<file path="src/ptp_params.svh">
// Purpose: named offsets, reset values and codes for the pwm timer
// Assumes: included by bare name from every design file that needs it
// Notes: definitions only
`ifndef PTP_PARAMS_SVH
`define PTP_PARAMS_SVH
`define PTP_OFS_CTRL 8'h00
`define PTP_OFS_TOP 8'h01
`define PTP_OFS_CMP 8'h02
`define PTP_OFS_CNT 8'h03
`define PTP_CTRL_RST 8'h07
`define PTP_TOP_RST 10'h0FF
`define PTP_CMP_RST 10'h000
`define PTP_CNT_RST 10'h000
`define PTP_CNT_ONE 10'h001
`define PTP_CS_STOP 4'h0
`define PTP_CS_DIV1 4'h1
`define PTP_CS_DIV2 4'h2
`define PTP_PRE_RST 14'h0000
`define PTP_PRE_ONE 14'h0001
`define PTP_RD_ZERO 16'h0000
`endif

</file>
<file path="src/ptp_pkg.sv">
// Purpose: shared types of the pwm timer
// Assumes: nothing
// Notes: control register layout msb first
package ptp_pkg;
  typedef struct packed {
    logic pwm_mode_bit;
    logic prescaler_reset_bit;
    logic dead_time_prescale_hi;
    logic dead_time_prescale_lo;
    logic [3:0] clock_select;
  } ptp_ctrl_t;
  typedef enum logic {PTP_UP, PTP_DOWN} ptp_dir_t;
endpackage

</file>
<file path="src/ptp_timer.sv">
// Purpose: 10-bit phase correct pwm timer with clock select control
// Assumes: registers over plain strobe port, read data one cycle later
// Notes: pwm high while count below compare; dead time bits stored only
//
// Implementation choices: the strobed register port and the register offsets.
`timescale 1ns/10ps
`include "ptp_params.svh"
module ptp_timer #(
  parameter int CNT_W = 10,
  parameter int PRE_W = 14
) (
  input wire logic mclk,
  input wire logic rst_b,
  input wire logic [7:0] reg_addr,
  input wire logic [15:0] reg_wdata,
  input wire logic reg_wr,
  input wire logic reg_rd,
  output logic [15:0] reg_rdata,
  output logic pwm_output_pin
);
  ptp_pkg::ptp_ctrl_t ctrl_ff;
  ptp_pkg::ptp_ctrl_t nxt_ctrl;
  logic [CNT_W-1:0] top_ff;
  logic [CNT_W-1:0] nxt_top;
  logic [CNT_W-1:0] cmp_ff;
  logic [CNT_W-1:0] nxt_cmp;
  logic [CNT_W-1:0] cnt_ff;
  logic [CNT_W-1:0] nxt_cnt;
  ptp_pkg::ptp_dir_t dir_ff;
  ptp_pkg::ptp_dir_t nxt_dir;
  logic pwm_ff;
  logic nxt_pwm;
  logic [15:0] rdata_ff;
  logic [15:0] nxt_rdata;
  logic tick;

  ////////////////////////////////////////////////////////////////////////
  // prescaler
  ptp_prescaler #(
    .PRE_W(PRE_W)
  ) ptp_prescaler_inst (
    .mclk(mclk),
    .rst_b(rst_b),
    .clock_select(ctrl_ff.clock_select),
    .tick(tick)
  );

  ////////////////////////////////////////////////////////////////////////
  // register file
  always_comb
  begin
    nxt_ctrl = ctrl_ff;
    nxt_top = top_ff;
    nxt_cmp = cmp_ff;
    nxt_rdata = `PTP_RD_ZERO;
    if (reg_wr)
    begin
      unique case (reg_addr)
        `PTP_OFS_CTRL: nxt_ctrl = reg_wdata[7:0];
        `PTP_OFS_TOP: nxt_top = reg_wdata[CNT_W-1:0];
        `PTP_OFS_CMP: nxt_cmp = reg_wdata[CNT_W-1:0];
        default: ;
      endcase
    end
    if (reg_rd)
    begin
      unique case (reg_addr)
        `PTP_OFS_CTRL: nxt_rdata = {8'h00, ctrl_ff};
        `PTP_OFS_TOP: nxt_rdata = 16'(top_ff);
        `PTP_OFS_CMP: nxt_rdata = 16'(cmp_ff);
        `PTP_OFS_CNT: nxt_rdata = 16'(cnt_ff);
        default: nxt_rdata = `PTP_RD_ZERO;
      endcase
    end
  end

  always_ff @(posedge mclk)
  begin
    if (!rst_b)
    begin
      ctrl_ff <= `PTP_CTRL_RST;
      top_ff <= `PTP_TOP_RST;
      cmp_ff <= `PTP_CMP_RST;
      rdata_ff <= `PTP_RD_ZERO;
    end
    else
    begin
      ctrl_ff <= nxt_ctrl;
      top_ff <= nxt_top;
      cmp_ff <= nxt_cmp;
      rdata_ff <= nxt_rdata;
    end
  end

  assign reg_rdata = rdata_ff;

  ////////////////////////////////////////////////////////////////////////
  // up/down counter, moves only on a prescaler tick
  always_comb
  begin
    nxt_cnt = cnt_ff;
    nxt_dir = dir_ff;
    nxt_pwm = pwm_ff;
    if (tick)
    begin
      nxt_pwm = (cnt_ff < cmp_ff);
      unique case (dir_ff)
        ptp_pkg::PTP_UP:
        begin
          if (cnt_ff >= top_ff)
          begin
            nxt_dir = ptp_pkg::PTP_DOWN;
            if (cnt_ff != `PTP_CNT_RST)
            begin
              nxt_cnt = cnt_ff - `PTP_CNT_ONE;
            end
          end
          else
          begin
            nxt_cnt = cnt_ff + `PTP_CNT_ONE;
          end
        end
        ptp_pkg::PTP_DOWN:
        begin
          if (cnt_ff == `PTP_CNT_RST)
          begin
            nxt_dir = ptp_pkg::PTP_UP;
            if (top_ff != `PTP_CNT_RST)
            begin
              nxt_cnt = `PTP_CNT_ONE;
            end
          end
          else
          begin
            nxt_cnt = cnt_ff - `PTP_CNT_ONE;
          end
        end
      endcase
    end
  end

  // top lowered below the count just turns the counter downward
  always_ff @(posedge mclk)
  begin
    if (!rst_b)
    begin
      cnt_ff <= `PTP_CNT_RST;
      dir_ff <= ptp_pkg::PTP_UP;
      pwm_ff <= 1'b0;
    end
    else
    begin
      cnt_ff <= nxt_cnt;
      dir_ff <= nxt_dir;
      pwm_ff <= nxt_pwm;
    end
  end

  assign pwm_output_pin = pwm_ff;

  ////////////////////////////////////////////////////////////////////////
  // checks on registered state, each looks one edge ahead
  a_stop_frozen: assert property (@(posedge mclk) disable iff (!rst_b)
    ctrl_ff.clock_select == `PTP_CS_STOP |=> $stable(cnt_ff) &&
    $stable(pwm_ff))
    else $error("counter moved while stopped");
  a_hold_no_tick: assert property (@(posedge mclk) disable iff (!rst_b)
    !tick |=> $stable(cnt_ff) && $stable(dir_ff))
    else $error("counter changed without a tick");
  a_turn_at_top: assert property (@(posedge mclk) disable iff (!rst_b)
    tick && dir_ff == ptp_pkg::PTP_UP && cnt_ff == top_ff &&
    top_ff != `PTP_CNT_RST |=> dir_ff == ptp_pkg::PTP_DOWN &&
    cnt_ff == $past(top_ff) - `PTP_CNT_ONE)
    else $error("no turn at top");
  a_turn_at_zero: assert property (@(posedge mclk) disable iff (!rst_b)
    tick && dir_ff == ptp_pkg::PTP_DOWN && cnt_ff == `PTP_CNT_RST &&
    top_ff != `PTP_CNT_RST |=> dir_ff == ptp_pkg::PTP_UP &&
    cnt_ff == `PTP_CNT_ONE)
    else $error("no turn at zero");
  a_ctrl_write: assert property (@(posedge mclk) disable iff (!rst_b)
    reg_wr && reg_addr == `PTP_OFS_CTRL |=>
    ctrl_ff == $past(reg_wdata[7:0]))
    else $error("control write lost");
  a_cnt_read: assert property (@(posedge mclk) disable iff (!rst_b)
    reg_rd && reg_addr == `PTP_OFS_CNT |=>
    reg_rdata == 16'($past(cnt_ff)))
    else $error("count read back wrong");
  a_pwm_compare: assert property (@(posedge mclk) disable iff (!rst_b)
    tick |=> pwm_output_pin == ($past(cnt_ff) < $past(cmp_ff)))
    else $error("pwm level not from compare");
  a_rdata_idle: assert property (@(posedge mclk) disable iff (!rst_b)
    !reg_rd |=> reg_rdata == `PTP_RD_ZERO)
    else $error("read data left standing");
  a_up_step: assert property (@(posedge mclk) disable iff (!rst_b)
    tick && dir_ff == ptp_pkg::PTP_UP && cnt_ff < top_ff |=>
    dir_ff == ptp_pkg::PTP_UP && cnt_ff == $past(cnt_ff) + `PTP_CNT_ONE)
    else $error("count did not step up");
  a_down_step: assert property (@(posedge mclk) disable iff (!rst_b)
    tick && dir_ff == ptp_pkg::PTP_DOWN && cnt_ff != `PTP_CNT_RST |=>
    dir_ff == ptp_pkg::PTP_DOWN && cnt_ff == $past(cnt_ff) - `PTP_CNT_ONE)
    else $error("count did not step down");
  a_ctrl_keep: assert property (@(posedge mclk) disable iff (!rst_b)
    !(reg_wr && reg_addr == `PTP_OFS_CTRL) |=> $stable(ctrl_ff))
    else $error("control changed without a write");
  a_pwm_no_tick: assert property (@(posedge mclk) disable iff (!rst_b)
    !tick |=> $stable(pwm_ff))
    else $error("pwm level moved without a tick");
  a_top_write: assert property (@(posedge mclk) disable iff (!rst_b)
    reg_wr && reg_addr == `PTP_OFS_TOP |=>
    top_ff == $past(reg_wdata[CNT_W-1:0]))
    else $error("top write lost");
  a_cmp_write: assert property (@(posedge mclk) disable iff (!rst_b)
    reg_wr && reg_addr == `PTP_OFS_CMP |=>
    cmp_ff == $past(reg_wdata[CNT_W-1:0]))
    else $error("compare write lost");
endmodule // ptp_timer

</file>
<file path="src/ptp_prescaler.sv">
// Purpose: power of two clock prescaler giving a one-cycle tick
// Assumes: single clock mclk, synchronous active low reset
// Notes: tick is combinational from the divider state
`timescale 1ns/10ps
`include "ptp_params.svh"
module ptp_prescaler #(
  parameter int PRE_W = 14
) (
  input wire logic mclk,
  input wire logic rst_b,
  input wire logic [3:0] clock_select,
  output logic tick
);
  logic [PRE_W-1:0] pre_ff;
  logic [PRE_W-1:0] nxt_pre;
  logic [PRE_W-1:0] mask;

  ////////////////////////////////////////////////////////////////////////
  // ratio 2**(code-1): bit i takes part when code exceeds i+1
  genvar gi;
  generate
    for (gi = 0; gi < PRE_W; gi++)
    begin : g_mask
      assign mask[gi] = (32'(clock_select) > (gi + 1));
    end
  endgenerate

  // divider runs freely except under the stop code, which clears it; a new nonzero code changes the mask at once
  assign tick = (clock_select != `PTP_CS_STOP) &&
                ((pre_ff & mask) == mask);

  always_comb
  begin
    nxt_pre = pre_ff + `PTP_PRE_ONE;
    if (clock_select == `PTP_CS_STOP)
    begin
      nxt_pre = `PTP_PRE_RST;
    end
  end

  always_ff @(posedge mclk)
  begin
    if (!rst_b)
    begin
      pre_ff <= `PTP_PRE_RST;
    end
    else
    begin
      pre_ff <= nxt_pre;
    end
  end

  a_div1_every: assert property (@(posedge mclk) disable iff (!rst_b)
    clock_select == `PTP_CS_DIV1 |-> tick)
    else $error("divide by one missed a tick");
  a_div2_alt: assert property (@(posedge mclk) disable iff (!rst_b)
    (clock_select == `PTP_CS_DIV2 && tick) ##1
    (clock_select == `PTP_CS_DIV2) |-> !tick)
    else $error("divide by two ticked twice in a row");
  a_stop_quiet: assert property (@(posedge mclk) disable iff (!rst_b)
    clock_select == `PTP_CS_STOP |-> !tick)
    else $error("tick while stopped");
endmodule // ptp_prescaler

</file>
<file path="config.mk">
export PLATFORM = sky130hd
export DESIGN_NAME = ptp_timer
export DESIGN_NICKNAME = d
export VERILOG_FILES = /design/src/ptp_pkg.sv /design/src/ptp_timer.sv /design/src/ptp_prescaler.sv
export VERILOG_INCLUDE_DIRS = /design/src
export SDC_FILE = /design/constraint.sdc
export NUM_CORES = 1
export LEC_CHECK = 0
export ABC_AREA = 1
export BUFFER_PORTS_ARGS = -buffer_cell sky130_fd_sc_hd__buf_2
export CORE_MARGIN = 4
export CORE_UTILIZATION = 50
export DETAILED_ROUTE_END_ITERATION = 7
export PLACE_DENSITY = 0.82
export RECOVER_POWER = 100
export SKIP_LAST_GASP = 1
export SLEW_MARGIN = 25
export SYNTH_ARGS = -nofsm -noshare
export SYNTH_HDL_FRONTEND = slang
export SYNTH_SLANG_ARGS = --single-unit
</file>
<file path="constraint.sdc">
create_clock -name mclk -period 2.4 [get_ports mclk]
set_input_delay 0.6 -clock mclk [delete_from_list [all_inputs] [get_ports mclk]]
set_output_delay 0.6 -clock mclk [all_outputs]
set_load 0.005 [all_outputs]
</file>
==> results.txt <==
----------------------------------------------------
[Status]
  Result of the run ... finished, final reports clean

[GRT]
  Global routing usage on met3 ... 0.0410
  Met1 demand-to-capacity share in global routing ... 0.266
  First-pass GRT wire length ... 15.0 mm
  Number of antenna violations at the first check in global routing ... 0
  Via count of the first global-routing pass ... between 3000 and 4000
  GRT Util Overall ... 0.210
  Largest net degree at the start of global routing ... 42
  Total global routing overflow ... 0
  Global routing usage on met2 ... 0.332
  GR peak layer ... met2

[Pwr]
  Post-route total power ... 0.00206 W
  Switching share of total power ... 0.237
  Cell-internal power ... around 0.0016 W
  Total power divided by cell area ... about 500 nW/µm²
  Part of the total power dissipated in sequential elements ... 0.520
  Cell leakage power ... between 2 and 2.5 nW
  Share of total power in combinational logic ... 0.034
  Net Switching ... 0.000488 W
  Proportion of power drawn by the clock network ... 0.446
  Max IR drop VDD ... roughly 0.31 mV

[Drt]
  Post-detailed-route via-to-cell ratio ... 5.18
  Final routed DRC violation total ... 0
  Sum of routed wire length over all layers ... around 9 mm
  Number of optimization iterations in the first detailed-route pass ... 5
  Iteration-0 DRC Markers ... 195
  Total number of vias ... ~3600
  Remaining antenna violation count after routing ... 0
  Routed length per instance ... 12.8 µm

[Cells and area]
  Count of nets after finishing ... roughly 640
  Number of diodes added for antenna fixing ... 0
  Final Util ... 0.576
  Fraction of layout instances using a drive strength above 1 ... 0.121
  Synthesis-to-layout area growth ... 10.7%

[Critical path]
  Crit-path slowest cell ... sky130_fd_sc_hd__nor2_1
  CP Class ... input port to flop
  CP cell instances ... buf_2, or2_0, inv_1, nand4_1, nor2_1, inv_2, o21ai_0, a21oi_1
  Crit path max fanout ... 10
  Setup crit end kind ... flop
  Data arrival at the endpoint of the critical path ... around 2.3 ns
  Req. time, crit path ... about 2.6 ns
  Worst stage delay on the critical path ... about 0.50 ns
  Family of cells with the greatest summed delay on the critical path ... simple AND/OR/NAND/NOR gates
  Kind of start point of the critical path ... input port
  Number of buffer and inverter instances along the worst setup path ... 3

[STA]
  Final worst slack ... ~0.33 ns
  Worst rel slew slack ... 0.490
  Setup Skew ... 0.00780 ns
  Setup violators final ... 0
  Unrepaired setup endpoints after global routing ... no
  Min cycle time layout ... 2.07 ns
  Setup tns final ... 0 ns
  Transition time of the tightest slew-check pin ... 0.765 ns
  Max-slew violation count ... 0
  Final worst path period share ... 0.863
  Max Freq ... slightly below 500 MHz
  Final hold violation count ... 0
  Worst hold slack ... approximately 0.47 ns

[Yosys]
  Post-Synthesis Mean Instance Area ... 6.88 µm²
  Count of synthesis-stage warnings from yosys ... 0
  Largest cells by area after synthesis ... sky130_fd_sc_hd__dfxtp_1, sky130_fd_sc_hd__nand2_1, sky130_fd_sc_hd__nor2_1
  Cell type contributing the most total cell area after synthesis ... sky130_fd_sc_hd__dfxtp_1
  Primary FF master, synth ... sky130_fd_sc_hd__dfxtp_1
  Number of synthesized register bits ... between 60 and 70
  Share of Yosys cell area claimed by the top area cell type ... 0.336
  Share of async-settable or async-resettable flops after synthesis ... 0
  Area of the mapped netlist ... ~3800 µm²
  Sequential fraction of the synthesis area ... 0.336
  EDFF count, synth ... 0
  Gate count after technology mapping ... between 500 and 600
  Post-synth cell types ... 39

[Floorplan]
  Core Rows ... 31
  Boundary Pins ... 45
  Die X ... between 90 and 100 µm
  Total die area ... between 9000 and 10000 µm²
  Starting density of the core ... 0.520
  Vertical die dimension ... 95.3 µm
  Core Area ... ~7300 µm²

[Clock tree]
  CTS tree ... yes
  Clock transition at the registers of the reported paths ... roughly 0.07 ns
  Clock latency at the later pin of the worst-skew pair ... around 0.35 ns
  Sinks on Clock Net ... 64
  Number of CTS-inserted buffers ... 9
  Clock tree root driver cell ... sky130_fd_sc_hd__clkbuf_8
  CTS Buffer Depth ... 2
  Count of hold buffers inserted by post-cts repair ... 0
  Deepest level of the CTS H-tree ... 3

[Place]
  Detail Placement HPWL ... 6.81 mm
  RD Place Congestion ... between 0.9 and 1
  Port-buffer cells ... 32
  Worst slack at placement ... around 0.25 ns

[Hold path]
  Min-Delay Path Class ... flop to flop

[Job]
  Maximum Capacitance Violations ... 0

----------------------------------------------------
[flip-flops by register name (all words and copies together), names as in the netlist]
| register | cells |
|---|---|
| reg_rdata | 10 |
| ptp_prescaler_inst.pre_ff | 14 |
| ctrl_ff | 8 |
| top_ff | 10 |
| cmp_ff | 10 |
| pwm_output_pin | 1 |
| dir_ff | 1 |
| cnt_ff | 10 |
[power by group through the flow]
stage	Clock [W]	Combinational [W]	Sequential [W]
floorplan	0	0.0000495	0.00109
global placement	0	0.0000705	0.00109
detailed placement	0	0.0000732	0.00109
CTS	0.000937	0.0000735	0.00107
global route	0.000984	0.0000811	0.00107
finish	0.000917	0.0000703	0.00107
[cell families (layout without fill, tap and decap cells)]
group / Yosys count / after routing / synth area share
flops: 64 / 64 / 0.336
simple gates: 265 / 265 / 0.314
xor+xnor: 15 / 15 / 0.0345
compound gates: 90 / 90 / 0.133
buf+inv: 97 / 135 / 0.110
other cells: 1 / 6 / 0.000984
fa+ha+maj: 22 / 22 / 0.0722
[synth_stat cells (5+ instances only)]
library cell,instances
sky130_fd_sc_hd__ha_1,22
sky130_fd_sc_hd__clkbuf_1,5
sky130_fd_sc_hd__buf_4,7
sky130_fd_sc_hd__nand3_1,23
sky130_fd_sc_hd__inv_1,75
sky130_fd_sc_hd__dfxtp_1,64
sky130_fd_sc_hd__o21ai_0,26
sky130_fd_sc_hd__xor2_1,14
sky130_fd_sc_hd__a21oi_1,32
sky130_fd_sc_hd__nor2_1,79
sky130_fd_sc_hd__nand2_1,121
sky130_fd_sc_hd__o211ai_1,12
sky130_fd_sc_hd__nand4_1,11
sky130_fd_sc_hd__o22ai_1,18
[what timing repair did]
item                                    4_1_cts  5_1_grt
endpoints found under the setup margin        0        9
hold endpoints to repair                      0        0
setup buffers                                 0        0
resized for setup                             0        2
[path summary, 6_finish.rpt]
check         startpoint    endpoint  slack, ns  depth (start not counted)
max          reg_addr[3]  ctrl_ff[3]       0.33                          8
min           ctrl_ff[4]  ctrl_ff[4]       0.47                          2
max reg2reg    cnt_ff[0]   cnt_ff[2]       0.34                         13
min reg2reg   ctrl_ff[4]  ctrl_ff[4]       0.47                          2
[per-stage QoR]
stage | std cells | cell area, µm²
floorplan | 559 | 3830
global placement | 680 | 4060
detailed placement | 680 | 4060
CTS | 696 | 4250
global route | 696 | 4220
finish | 696 | 4220
[tightest hold or removal path, delay by kind of cell, from the launching register on]
family	cells	cell delay (ns)
compound gates	1	0.06
flops	1	0.30
buf+inv	1	0.07
[layout make-up]
class                   count  area, µm²
clock buffers               9        124
clock inverters             7       72.6
fillers                   673       3110
inverters                  78        293
multi-input cells         398       2110
flip-flops and latches     64       1280
well taps                  99        124
repair buffers             41        215
[metal layers]
metal,vias to the layer above,share of wire
li1,1854,-
met3,25,0.054
met4,0,0.029
met5,-,0
met1,1601,0.45
met2,128,0.46
[cell usage in the layout (no fill, tap or decap), drive strengths merged]
master and instances:
xor2 14, nor4 1, nand3 26, o22ai 18, nor3b 3, a21o 1
or2 4, o21ai 27, xnor2 1, nor2 87, o211ai 12, ha 22
clkbuf 16, nand3b 2, nor3 5, a21oi 32, clkinv 4, bufinv 1
nand4 13, nand2 124, clkinvlp 2, buf 34, dfxtp 64, conb 6
inv 78
(Power assumes the default switching activity.)
